==> src/pin_mux_defs.svh <==
// Field positions, reset values and strap-free defaults of the host pin mux.
`ifndef PIN_MUX_DEFS_SVH
`define PIN_MUX_DEFS_SVH

// Reset values of the three configuration registers.
`define OPTC_RST        8'h00
`define LDEV9_RST       8'h00
`define GLOBAL_RST      8'h00

// Select fields of the pin option register C.
`define OPTC_IRQ14_FLD  1:0
`define OPTC_IRQ15_FLD  3:2
`define OPTC_DMA0_ACK_IN_FLD  5:4
`define OPTC_DMA0_REQ_OUT_FLD   7:6

// Single bits of the other two registers.
`define LDEV9_GPIO_BIT  2
`define GLOBAL_CLK48_BIT 6

// Output enables of the eight low and three high interrupt pins in interrupt mode.
`define IRQ_LO_ALL_OE   8'hff
`define IRQ_HI_ALL_OE   3'h7

`endif

==> src/pin_mux_pkg.sv <==
// Types shared by the host pin mux and its DMA channel slices.
package pin_mux_pkg;

    // Two-bit pin select code; the meaning of each code depends on the pin.
    typedef enum logic [1:0] {
        SEL_PRIMARY = 2'h0,
        SEL_GPIO    = 2'h1,
        SEL_THIRD   = 2'h2,
        SEL_FOURTH  = 2'h3
    } pin_sel_t;

    // Whole state of the mux top.
    typedef struct packed {
        logic [7:0] opt_c;
        logic [7:0] ldev9;
        logic [7:0] glob;
        logic [3:0] mux_out;
        logic [3:0] mux_oe;
        logic [7:0] lo_out;
        logic [7:0] lo_oe;
        logic [2:0] hi_out;
        logic [2:0] hi_oe;
        logic [3:0] gpio1_in;
        logic [3:0] kbd_in;
        logic [7:0] gpio3_in;
        logic       gpio2_bit6_in;
        logic       serirq_in;
        logic       pci_clk;
    } mux_state_t;

    // Whole state of one DMA channel slice.
    typedef struct packed {
        logic drq;
        logic ack;
        logic done;
        logic hold;
    } dma_state_t;

endpackage

==> src/dma_chan.sv <==
// One DMA channel: request to the host, acknowledge and terminal count back.
`timescale 1ns/100ps
`include "pin_mux_defs.svh"

module dma_chan
    import pin_mux_pkg::*;
(
    // Clock and reset.
    input  wire logic CLOCK_I,
    input  wire logic SYS_RST_I,
    // Internal side.
    input  wire logic req_i,
    output logic      ack_o,
    output logic      done_o,
    // Pin side.
    input  wire logic ack_pin_i,
    input  wire logic tc_pin_i,
    output logic      drq_o
);

    dma_state_t q;
    dma_state_t d;
    logic       tc_hit;

    // A terminal count only counts while the host acknowledges this channel.
    assign tc_hit = ack_pin_i & tc_pin_i;

    // The request is withheld after a terminal count until the source drops
    // it, so a stale request cannot start a transfer the host already ended.
    always_comb begin
        d      = q;
        d.ack  = ack_pin_i;
        d.done = tc_hit;
        d.hold = tc_hit | (q.hold & req_i);
        d.drq  = req_i & ~tc_hit & ~q.hold;
    end

    // State register.
    always_ff @(posedge CLOCK_I or posedge SYS_RST_I) begin
        if (SYS_RST_I) begin
            q <= '0;
        end else begin
            q <= d;
        end
    end

    assign drq_o  = q.drq;
    assign ack_o  = q.ack;
    assign done_o = q.done;
endmodule

==> src/host_side_pin_function_mux.sv <==
// Pin-function mux for the shared host-side pins, with the DMA channels.
`timescale 1ns/100ps
`include "pin_mux_defs.svh"

// What this block does
// - Option C bits 5:4 pick DMA0 acknowledge, GPIO1 bit6/watchdog, or keyboard bit5.
// - Option C bits 7:6 pick DMA0 request, GPIO1 bit7/LED, keyboard bit4, ACPI event.
// - ACPI event pin pulls low, open drain, on power events in ACPI mode.
// - Option C bits 1:0 pick IRQ14, GPIO1 bit4 with alternates, or power LED.
// - Option C bits 3:2 pick IRQ15, GPIO1 bit5 with alternates, or watchdog.
// - Device 9 bit 2 turns IRQ 1 and 3-9 pins into GPIO3 bits 0-7.
// - Device 9 bit 2 makes IRQ10 serial IRQ and IRQ11 a PCI clock input.
// - Device 9 bit 2 makes IRQ12 GPIO2 bit 6, else it drives IRQ12.
// - DMA channels 1-3 have fixed request outputs and acknowledge inputs.
// - Reference clock is 24 or 48 MHz, chosen by global option bit 6.
module host_side_pin_function_mux
    import pin_mux_pkg::*;
(
    // Clock and reset.
    input  wire logic        CLOCK_I,
    input  wire logic        SYS_RST_I,
    // Configuration writes and readback.
    input  wire logic [7:0]  CFG_WDATA_I,
    input  wire logic        OPT_C_WE_I,
    input  wire logic        LDEV9_CFG_WE_I,
    input  wire logic        GLOBAL_OPT_WE_I,
    output logic      [7:0]  PIN_OPTION_REG_C_O,
    output logic      [7:0]  LDEV9_IRQ_PIN_CFG_O,
    output logic      [7:0]  GLOBAL_OPTION_REG_O,
    output logic             REF_CLK_48_SEL_O,
    // Internal DMA and interrupt sources.
    input  wire logic [3:0]  DMA_REQ_I,
    output logic      [3:0]  DMA_ACK_O,
    output logic      [3:0]  DMA_DONE_O,
    input  wire logic [15:0] IRQ_REQ_I,
    // Internal GPIO port 1 bits 7:4 and their alternate selects.
    input  wire logic [3:0]  GPIO1_OUT_I,
    input  wire logic [3:0]  GPIO1_OE_I,
    input  wire logic [3:0]  GPIO1_ALT1_I,
    input  wire logic [1:0]  GPIO1_ALT2_I,
    output logic      [3:0]  GPIO1_IN_O,
    // Alternate function sources.
    input  wire logic        WATCHDOG_I,
    input  wire logic        POWER_LED_I,
    input  wire logic        ADDR_DECODE_I,
    input  wire logic        ADDR_WRITE_EN_I,
    input  wire logic        ACPI_MODE_I,
    input  wire logic        PM_EVENT_I,
    // Keyboard port bits, index 0..3 = bits 2, 4, 5, 7.
    input  wire logic [3:0]  KBD_OUT_I,
    input  wire logic [3:0]  KBD_OE_I,
    output logic      [3:0]  KBD_IN_O,
    // GPIO port 3, GPIO2 bit 6, serial IRQ and PCI clock.
    input  wire logic [7:0]  GPIO3_OUT_I,
    input  wire logic [7:0]  GPIO3_OE_I,
    output logic      [7:0]  GPIO3_IN_O,
    input  wire logic        GPIO2_B6_OUT_I,
    input  wire logic        GPIO2_B6_OE_I,
    output logic             GPIO2_B6_IN_O,
    input  wire logic        SERIRQ_OUT_I,
    input  wire logic        SERIRQ_OE_I,
    output logic             SERIRQ_IN_O,
    output logic             PCI_CLK_O,
    // Shared pins: DMA0 acknowledge, DMA0 request, IRQ14, IRQ15.
    input  wire logic        PIN_DMA0_ACK_IN_I,
    output logic             PIN_DMA0_ACK_IN_O,
    output logic             PIN_DMA0_ACK_IN_OE_O,
    input  wire logic        PIN_DMA0_REQ_OUT_I,
    output logic             PIN_DMA0_REQ_OUT_O,
    output logic             PIN_DMA0_REQ_OUT_OE_O,
    input  wire logic        PIN_IRQ14_I,
    output logic             PIN_IRQ14_O,
    output logic             PIN_IRQ14_OE_O,
    input  wire logic        PIN_IRQ15_I,
    output logic             PIN_IRQ15_O,
    output logic             PIN_IRQ15_OE_O,
    // IRQ 1,3..9 pins, bit 0 = IRQ1, bit k = IRQ(k+2).
    input  wire logic [7:0]  PIN_IRQ_LO_I,
    output logic      [7:0]  PIN_IRQ_LO_O,
    output logic      [7:0]  PIN_IRQ_LO_OE_O,
    // IRQ 10..12 pins, bit 0 = IRQ10.
    input  wire logic [2:0]  PIN_IRQ_HI_I,
    output logic      [2:0]  PIN_IRQ_HI_O,
    output logic      [2:0]  PIN_IRQ_HI_OE_O,
    // Dedicated DMA pins, channels 3..1, and terminal count.
    input  wire logic [3:1]  PIN_DACK_I,
    output logic      [3:1]  PIN_DRQ_O,
    input  wire logic        PIN_TC_I
);

    mux_state_t q;
    mux_state_t d;
    pin_sel_t   sel_dma0_ack_in;
    pin_sel_t   sel_dma0_req_out;
    pin_sel_t   sel_irq14;
    pin_sel_t   sel_irq15;
    logic       gpio_mode;
    logic [3:0] ack_pins;
    logic [3:0] dma_drq;

    // Output enable and level for a GPIO bit with up to two alternates;
    // alternate 1 wins over alternate 2, which wins over plain GPIO.
    function automatic logic [1:0] gpio_drive(
        input logic gout, input logic goe,
        input logic alt1, input logic a1v,
        input logic alt2, input logic a2o, input logic a2oe);
        logic [1:0] r;
        r = {goe, gout};
        if (alt1) begin
            r = {1'b1, a1v};
        end else if (alt2) begin
            r = {a2oe, a2o};
        end
        return r;
    endfunction

    // Select decode straight from the configuration flops.
    assign sel_dma0_ack_in = pin_sel_t'(q.opt_c[`OPTC_DMA0_ACK_IN_FLD]);
    assign sel_dma0_req_out  = pin_sel_t'(q.opt_c[`OPTC_DMA0_REQ_OUT_FLD]);
    assign sel_irq14 = pin_sel_t'(q.opt_c[`OPTC_IRQ14_FLD]);
    assign sel_irq15 = pin_sel_t'(q.opt_c[`OPTC_IRQ15_FLD]);
    assign gpio_mode = q.ldev9[`LDEV9_GPIO_BIT];

    // DMA0 only sees the acknowledge while its pin is in DMA mode.
    assign ack_pins = {PIN_DACK_I, PIN_DMA0_ACK_IN_I & (sel_dma0_ack_in == SEL_PRIMARY)};

    // One slice per channel; channel 0 shares its pins, 1-3 are fixed.
    genvar gi;
    generate
        for (gi = 0; gi < 4; gi = gi + 1) begin : g_dma
            dma_chan u_chan (
                .CLOCK_I   (CLOCK_I),
                .SYS_RST_I (SYS_RST_I),
                .req_i     (DMA_REQ_I[gi]),
                .ack_o     (DMA_ACK_O[gi]),
                .done_o    (DMA_DONE_O[gi]),
                .ack_pin_i (ack_pins[gi]),
                .tc_pin_i  (PIN_TC_I),
                .drq_o     (dma_drq[gi])
            );
        end
    endgenerate

    // Next state: configuration writes, then every pin's drive and input.
    // All pin drives are registered so a select change never glitches a pin.
    always_comb begin
        d = q;
        if (OPT_C_WE_I) begin
            d.opt_c = CFG_WDATA_I;
        end
        if (LDEV9_CFG_WE_I) begin
            d.ldev9 = CFG_WDATA_I;
        end
        if (GLOBAL_OPT_WE_I) begin
            d.glob = CFG_WDATA_I;
        end
        d.mux_out = 4'h0;
        d.mux_oe  = 4'h0;
        unique case (sel_dma0_ack_in)
            SEL_PRIMARY: ;
            SEL_GPIO: {d.mux_oe[0], d.mux_out[0]} = gpio_drive(GPIO1_OUT_I[2],
                GPIO1_OE_I[2], GPIO1_ALT1_I[2], WATCHDOG_I, 1'b0, 1'b0, 1'b0);
            SEL_THIRD: {d.mux_oe[0], d.mux_out[0]} = {KBD_OE_I[2], KBD_OUT_I[2]};
            SEL_FOURTH: ;
        endcase
        unique case (sel_dma0_req_out)
            SEL_PRIMARY: {d.mux_oe[1], d.mux_out[1]} = {1'b1, dma_drq[0]};
            SEL_GPIO: {d.mux_oe[1], d.mux_out[1]} = gpio_drive(GPIO1_OUT_I[3],
                GPIO1_OE_I[3], GPIO1_ALT1_I[3], POWER_LED_I, 1'b0, 1'b0, 1'b0);
            SEL_THIRD: {d.mux_oe[1], d.mux_out[1]} = {KBD_OE_I[1], KBD_OUT_I[1]};
            SEL_FOURTH: d.mux_oe[1] = ACPI_MODE_I & PM_EVENT_I;
        endcase
        unique case (sel_irq14)
            SEL_PRIMARY: {d.mux_oe[2], d.mux_out[2]} = {1'b1, IRQ_REQ_I[14]};
            SEL_GPIO: {d.mux_oe[2], d.mux_out[2]} = gpio_drive(GPIO1_OUT_I[0],
                GPIO1_OE_I[0], GPIO1_ALT1_I[0], ADDR_DECODE_I,
                GPIO1_ALT2_I[0], KBD_OUT_I[3], KBD_OE_I[3]);
            SEL_THIRD: {d.mux_oe[2], d.mux_out[2]} = {1'b1, POWER_LED_I};
            SEL_FOURTH: ;
        endcase
        unique case (sel_irq15)
            SEL_PRIMARY: {d.mux_oe[3], d.mux_out[3]} = {1'b1, IRQ_REQ_I[15]};
            SEL_GPIO: {d.mux_oe[3], d.mux_out[3]} = gpio_drive(GPIO1_OUT_I[1],
                GPIO1_OE_I[1], GPIO1_ALT1_I[1], ADDR_WRITE_EN_I,
                GPIO1_ALT2_I[1], KBD_OUT_I[0], KBD_OE_I[0]);
            SEL_THIRD: {d.mux_oe[3], d.mux_out[3]} = {1'b1, WATCHDOG_I};
            SEL_FOURTH: ;
        endcase
        // Pin inputs reach a function only while the pin is given to it.
        d.gpio1_in = {PIN_DMA0_REQ_OUT_I & (sel_dma0_req_out == SEL_GPIO),
                      PIN_DMA0_ACK_IN_I & (sel_dma0_ack_in == SEL_GPIO),
                      PIN_IRQ15_I & (sel_irq15 == SEL_GPIO),
                      PIN_IRQ14_I & (sel_irq14 == SEL_GPIO)};
        d.kbd_in = {PIN_IRQ14_I & (sel_irq14 == SEL_GPIO),
                    PIN_DMA0_ACK_IN_I & (sel_dma0_ack_in == SEL_THIRD),
                    PIN_DMA0_REQ_OUT_I & (sel_dma0_req_out == SEL_THIRD),
                    PIN_IRQ15_I & (sel_irq15 == SEL_GPIO)};
        // Interrupt pins or GPIO, serial IRQ and PCI clock.
        if (gpio_mode) begin
            d.lo_out    = GPIO3_OUT_I;
            d.lo_oe     = GPIO3_OE_I;
            d.gpio3_in  = PIN_IRQ_LO_I;
            d.hi_out    = {GPIO2_B6_OUT_I, 1'b0, SERIRQ_OUT_I};
            d.hi_oe     = {GPIO2_B6_OE_I, 1'b0, SERIRQ_OE_I};
            d.serirq_in = PIN_IRQ_HI_I[0];
            d.pci_clk   = PIN_IRQ_HI_I[1];
            d.gpio2_bit6_in   = PIN_IRQ_HI_I[2];
        end else begin
            d.lo_out    = {IRQ_REQ_I[9:3], IRQ_REQ_I[1]};
            d.lo_oe     = `IRQ_LO_ALL_OE;
            d.gpio3_in  = 8'h00;
            d.hi_out    = IRQ_REQ_I[12:10];
            d.hi_oe     = `IRQ_HI_ALL_OE;
            d.serirq_in = 1'b0;
            d.pci_clk   = 1'b0;
            d.gpio2_bit6_in   = 1'b0;
        end
    end

    // State register; master reset restores every select default.
    always_ff @(posedge CLOCK_I or posedge SYS_RST_I) begin
        if (SYS_RST_I) begin
            q <= '{opt_c: `OPTC_RST, ldev9: `LDEV9_RST,
                   glob: `GLOBAL_RST, default: '0};
        end else begin
            q <= d;
        end
    end

    // Outputs, all from flops.
    assign PIN_OPTION_REG_C_O  = q.opt_c;
    assign LDEV9_IRQ_PIN_CFG_O = q.ldev9;
    assign GLOBAL_OPTION_REG_O = q.glob;
    assign REF_CLK_48_SEL_O    = q.glob[`GLOBAL_CLK48_BIT];
    assign GPIO1_IN_O          = q.gpio1_in;
    assign KBD_IN_O            = q.kbd_in;
    assign GPIO3_IN_O          = q.gpio3_in;
    assign GPIO2_B6_IN_O       = q.gpio2_bit6_in;
    assign SERIRQ_IN_O         = q.serirq_in;
    assign PCI_CLK_O           = q.pci_clk;
    assign {PIN_IRQ15_O, PIN_IRQ14_O, PIN_DMA0_REQ_OUT_O, PIN_DMA0_ACK_IN_O} = q.mux_out;
    assign {PIN_IRQ15_OE_O, PIN_IRQ14_OE_O, PIN_DMA0_REQ_OUT_OE_O, PIN_DMA0_ACK_IN_OE_O} =
        q.mux_oe;
    assign PIN_IRQ_LO_O        = q.lo_out;
    assign PIN_IRQ_LO_OE_O     = q.lo_oe;
    assign PIN_IRQ_HI_O        = q.hi_out;
    assign PIN_IRQ_HI_OE_O     = q.hi_oe;
    assign PIN_DRQ_O           = dma_drq[3:1];
endmodule

==> config.mk <==
export PLATFORM = sky130hd
export DESIGN_NAME = host_side_pin_function_mux
export DESIGN_NICKNAME = d
export VERILOG_FILES = /design/src/pin_mux_pkg.sv /design/src/dma_chan.sv /design/src/host_side_pin_function_mux.sv
export VERILOG_INCLUDE_DIRS = /design/src
export SDC_FILE = /design/constraint.sdc
export NUM_CORES = 1
export LEC_CHECK = 0
export BUFFER_PORTS_ARGS = -buffer_cell sky130_fd_sc_hd__buf_2
export CAP_MARGIN = 20
export CORE_MARGIN = 2
export CORE_UTILIZATION = 39
export CTS_CLUSTER_DIAMETER = 150
export DETAILED_ROUTE_END_ITERATION = 10
export PLACE_DENSITY = 0.75
export SETUP_SLACK_MARGIN = 0.15
export SLEW_MARGIN = 20
export SYNTH_ARGS = -nofsm -noshare
export SYNTH_HDL_FRONTEND = slang
export SYNTH_SLANG_ARGS = --single-unit
==> constraint.sdc <==
create_clock -name CLOCK_I -period 2.35 [get_ports CLOCK_I]
set_input_delay 0.235 -clock CLOCK_I [delete_from_list [all_inputs] [get_ports CLOCK_I]]
set_output_delay 0.235 -clock CLOCK_I [all_outputs]
set_load 0.1 [all_outputs]
# Word level (Yosys, flattened, before mapping)
# Index checks and enable logic that the tools add are counted.
# word_totals
regBits,89
input_bits,100
elab_cells,98
# op_classes
eq_ne,9
muxes,16
bitwise_logic,36
reduce_logical,6
# ops
cell,n
AND 1 bit,24
2-to-1 mux 22 bit,1
2-to-1 mux 2 bit,6
2-to-1 mux 11 bit,1
== test 2 bit (second input constant),5
case mux 1 bit (3 select lines),3
== test 2 x 1 -> 1 bit (second input constant),4
zero test 2 bit,4
inverter 1 bit,8
case mux 1 bit (2 select lines),4
OR 1 bit,4
case mux 1 bit (4 select lines),1
OR reduction 2 bit,2

# Depth between registers and ports, before layout
# depth
ltp_word,6
ltp_mapped,4
depth_no_buf,4

# By module
# Synthesis repeated with hierarchy kept, for this count alone.
# hier_totals
hier_cells,222
hier_area_um2,3236.9
# by_module_without_submodules
mod,n_inst,cells_per_inst,area_per_inst_um2,seq_area_each_um2
host_side_pin_function_mux,1,190,2706.3,1776.7
dma_chan,4,8,132.6,100.1

# Worst setup path after synthesis
# No wires, ideal clock.
# synth_path
path_type,register -> register
startpoint,reg q (netlist bit PIN_OPTION_REG_C_O[4])
endpoint,reg g_dma[0].u_chan.q[0] in the netlist's numbering
setup_ps,118
arrival_ps,1626
required_time_ps,2232
setup_slack_ps,606
stages_incl_launch_ff,5
period_less_slack_ps,1744
path_cell_list,dfrtp_1 inv_1 ha_1 and3_1 a21o_1
# synth_lines
item,line_no,text
start: declaration,host_side_pin_function_mux.sv:91,mux_state_t q;
start signal: assignment,host_side_pin_function_mux.sv:223,"q <= '{opt_c: `OPTC_RST, ldev9: `LDEV9_RST,"
end signal: assignment,dma_chan.sv:41,q <= '0;
end signal: assignment,dma_chan.sv:43,q <= d;
end: declaration,dma_chan.sv:21,dma_state_t q;

# Worst setup path in the final report
# layout_path
startpoint,reg q (netlist bit LDEV9_IRQ_PIN_CFG_O[2])
endpoint,out LDEV9_IRQ_PIN_CFG_O[2]
# layout_lines
item,line_no,text
end: declaration,host_side_pin_function_mux.sv:28,"output logic [7:0] LDEV9_IRQ_PIN_CFG_O,"
# No word-level cell between the ends.

==> flow_metrics.env <==
export IMPL_dp_slack_ns=0.9032
export IMPL_clockBufferDepth=2
export IMPL_placementRows=33
export IMPL_layoutNonFillerInstCount=515
export IMPL_path_max_fanout=11
export IMPL_maxCapViolations=0
export IMPL_vias_per_cell=4.569
export IMPL_firstDrtPassIters=5
export IMPL_cp_start_kind="flip-flop"
export IMPL_cp_slowest_stage_delay_ns=0.61
export IMPL_min_period_ns=1.701
export IMPL_insertion_delay_ns=0.34
export IMPL_grt_overflow=0
export IMPL_max_slew_margin_pct=65.66
export IMPL_drcViolationCount=0
export IMPL_fin_crit_sh_pct=72.37
export IMPL_report_final_slew_viol_count=0
export IMPL_postCtsSetupRepairBufs=0
export IMPL_grtUsageTotal_pct=16.86
export IMPL_critPathBufInv=1
export IMPL_status="completed"
export IMPL_crit_chain="buf_2"
export IMPL_grt_pass1_wl_um=11500
export IMPL_setup_violations=0
export IMPL_root_buffer="clkbuf_8"
export IMPL_ant_nets=0
export IMPL_final_common_cell="buf_2"
export IMPL_skew_ns=0.009530
export IMPL_cp_top_family="flip-flops"
export IMPL_peakVddDrop_uv=545.2
export IMPL_seqCellArea_mm2=0.002177
export IMPL_hold_viol=0
export IMPL_layout_drive_gt1_share_pct=56.59
export IMPL_antenna_found_initial=0
export IMPL_clk_pin_slew_ns=0.08
export IMPL_holdWs_ns=0.02143
export IMPL_start_util_pct=39.95
export IMPL_grt_max_degree=51
export IMPL_postSynthAreaPerCell_um2=14.25
export IMPL_synth_cells=228
export IMPL_powerDensity_mw_per_mm2=973.2
export IMPL_die_y_um=95.28
export IMPL_worst_pin_slew_ns=0.5187
export IMPL_power_leakage_nw=2.315
export IMPL_grt_pass1_vias=2425
export IMPL_min_path_type="input port to flip-flop"
export IMPL_place_congestion=0.8270
export IMPL_cts_tree="built"
export IMPL_vias=2353
export IMPL_ys_ff_latch=87
export IMPL_rsz0062_at_grt="false"
export IMPL_coreArea_mm2=0.008134
export IMPL_nNetsFinal=509
export IMPL_post_route_util_pct=54.90
export IMPL_wl_per_cell_um=14.85
export IMPL_required_ns=2.12
export IMPL_fmax_ghz=0.5880
export IMPL_ios=185
export IMPL_hpwlAfterDp_um=6030
export IMPL_die_area_mm2=0.009078
export IMPL_dp_cells=497
export IMPL_ys_warn_count=0
export IMPL_seq_area_frac_synth_pct=67.00
export IMPL_drt_initial_drc_count=32
export IMPL_path_class="flip-flop to output pin"
export IMPL_slowest_stage="dfrtp_1"
export IMPL_h_tree_depth=3
export IMPL_synth_cell_area_mm2=0.003249
export IMPL_setup_slack_ns=0.6492
export IMPL_die_w_um=95.28
export IMPL_ctsResizeCount=0
export IMPL_numClockSinks=87
export IMPL_end_kind="output pin"
export IMPL_ys_types=25
export IMPL_nFillCells=723
export IMPL_diodes=0
export IMPL_area_growth_synth_to_final_pct=37.43
export IMPL_arrival_ns=1.47
export IMPL_cts_made_buffers=9
export IMPL_hold_buffers=3
export IMPL_fin_setup_tns_ns=0
export IMPL_syn_nets=331
export IMPL_multi_input_area_um2=905.9
export IMPL_routed_wl_um=7647
export IMPL_io_buffers=181
export IMPL_most_common_layout_cells="181 x buf_2, 87 x dfrtp_1, 32 x mux2_2, 17 x and2_1, 13 x nand2b_1"
worst register-to-register path, stage by stage (launching register included):
cell and delay, ns:
dfrtp_1 0.61, buf_4 0.34, mux2_2 0.37
power by group:
part | internal, mW | switching (mW)
Clock | 0.808 | 0.498
Sequential | 1.62 | 0.0615
Combinational | 0.247 | 1.11
routing by layer:
metal | vias to the layer above | track usage (%) | routed length, um
met5 | - | 0 | 0
met4 | 0 | 7.367 | 143
met3 | 11 | 3.953 | 439
met2 | 73 | 30.46 | 4098
met1 | 1166 | 18.86 | 2965
li1 | 1103 | - | -
final cells by class:
type | count | area share, %
Sequential cell | 87 | 48.75
Timing Repair Buffer | 187 | 21.74
Multi-Input combinational cell | 116 | 20.29
Clock inverter | 6 | 2.998
Tap cell | 105 | 2.942
Clock buffer | 9 | 2.774
Inverter | 5 | 0.5043
stage by stage:
step / cell area (um^2) / total power [mW]
floorplan: 3253 / 2.819
global placement: 4178 / 3.055
detailed placement: 4178 / 3.077
CTS: 4466 / 4.397
global route: 4466 / 4.505
finish: 4466 / 4.346
Yosys cell counts:
master    instances  share of area (%)
a21boi_0          1               0.23
mux2i_1           4                1.2
nor2_1            4               0.46
mux2_2           32                 11
a211oi_1          4               0.92
o22ai_1           3               0.58
nand2_1           7               0.81
o21bai_1          1               0.23
buf_2             4               0.62
nor2b_1           6                1.2
ha_1              3                1.2
nand2b_1         13                2.5
buf_4            14                3.2
a21o_1            4               0.92
nor3b_1           5                1.2
and2_1           17                3.3
nand3_1           1               0.15
buf_6             2               0.69
o21ai_0           6               0.92
nand3b_1          2               0.46
a22oi_1           1               0.23
and3_1            1               0.19
dfrtp_1          87                 67
inv_1             5               0.58
a31oi_1           1               0.19
registers in the layout (all words and copies together), names as in the netlist, 3 cells and up:
register and cells:
GLOBAL_OPTION_REG_O 8, GPIO1_IN_O 3, GPIO3_IN_O 8, KBD_IN_O 3, LDEV9_IRQ_PIN_CFG_O 8, PIN_IRQ_HI_O 3, PIN_IRQ_HI_OE_O 3, PIN_IRQ_LO_O 8
PIN_IRQ_LO_OE_O 8, PIN_OPTION_REG_C_O 8, g_dma.u_chan.ack_o 4, g_dma.u_chan.done_o 4, g_dma.u_chan.drq_o 4, g_dma.u_chan.q 4
logic make-up after synthesis:
logic type                 Yosys count  share of synthesized area (%)
AOI/OAI and AO/OA                   21                          4.236
adders and majority gates            3                          1.155
buffers and inverters               25                          5.121
DFF                                 87                          67.00
muxes                               36                          12.32
and+or+nand+nor                     56                          10.17
final timing paths:
path | from | endpoint | slack (ns) | cells past startpoint
worst min register to register | g_dma[3].u_chan.q[0] | g_dma[3].u_chan.drq_o | 0.43 | 1
max in group asynchronous | SYS_RST_I | LDEV9_IRQ_PIN_CFG_O[0] | 1.31 | 4
worst max register to register | LDEV9_IRQ_PIN_CFG_O[2] | PIN_IRQ_HI_O[2] | 0.92 | 2
worst max-delay path | LDEV9_IRQ_PIN_CFG_O[2] | LDEV9_IRQ_PIN_CFG_O[2] | 0.65 | 1
min in group asynchronous | SYS_RST_I | g_dma[2].u_chan.q[0] | 0.44 | 3
worst min-delay path | PIN_DACK_I[3] | g_dma[3].u_chan.ack_o | 0.02 | 1
Note: power is estimated with default switching activity, not from simulation.
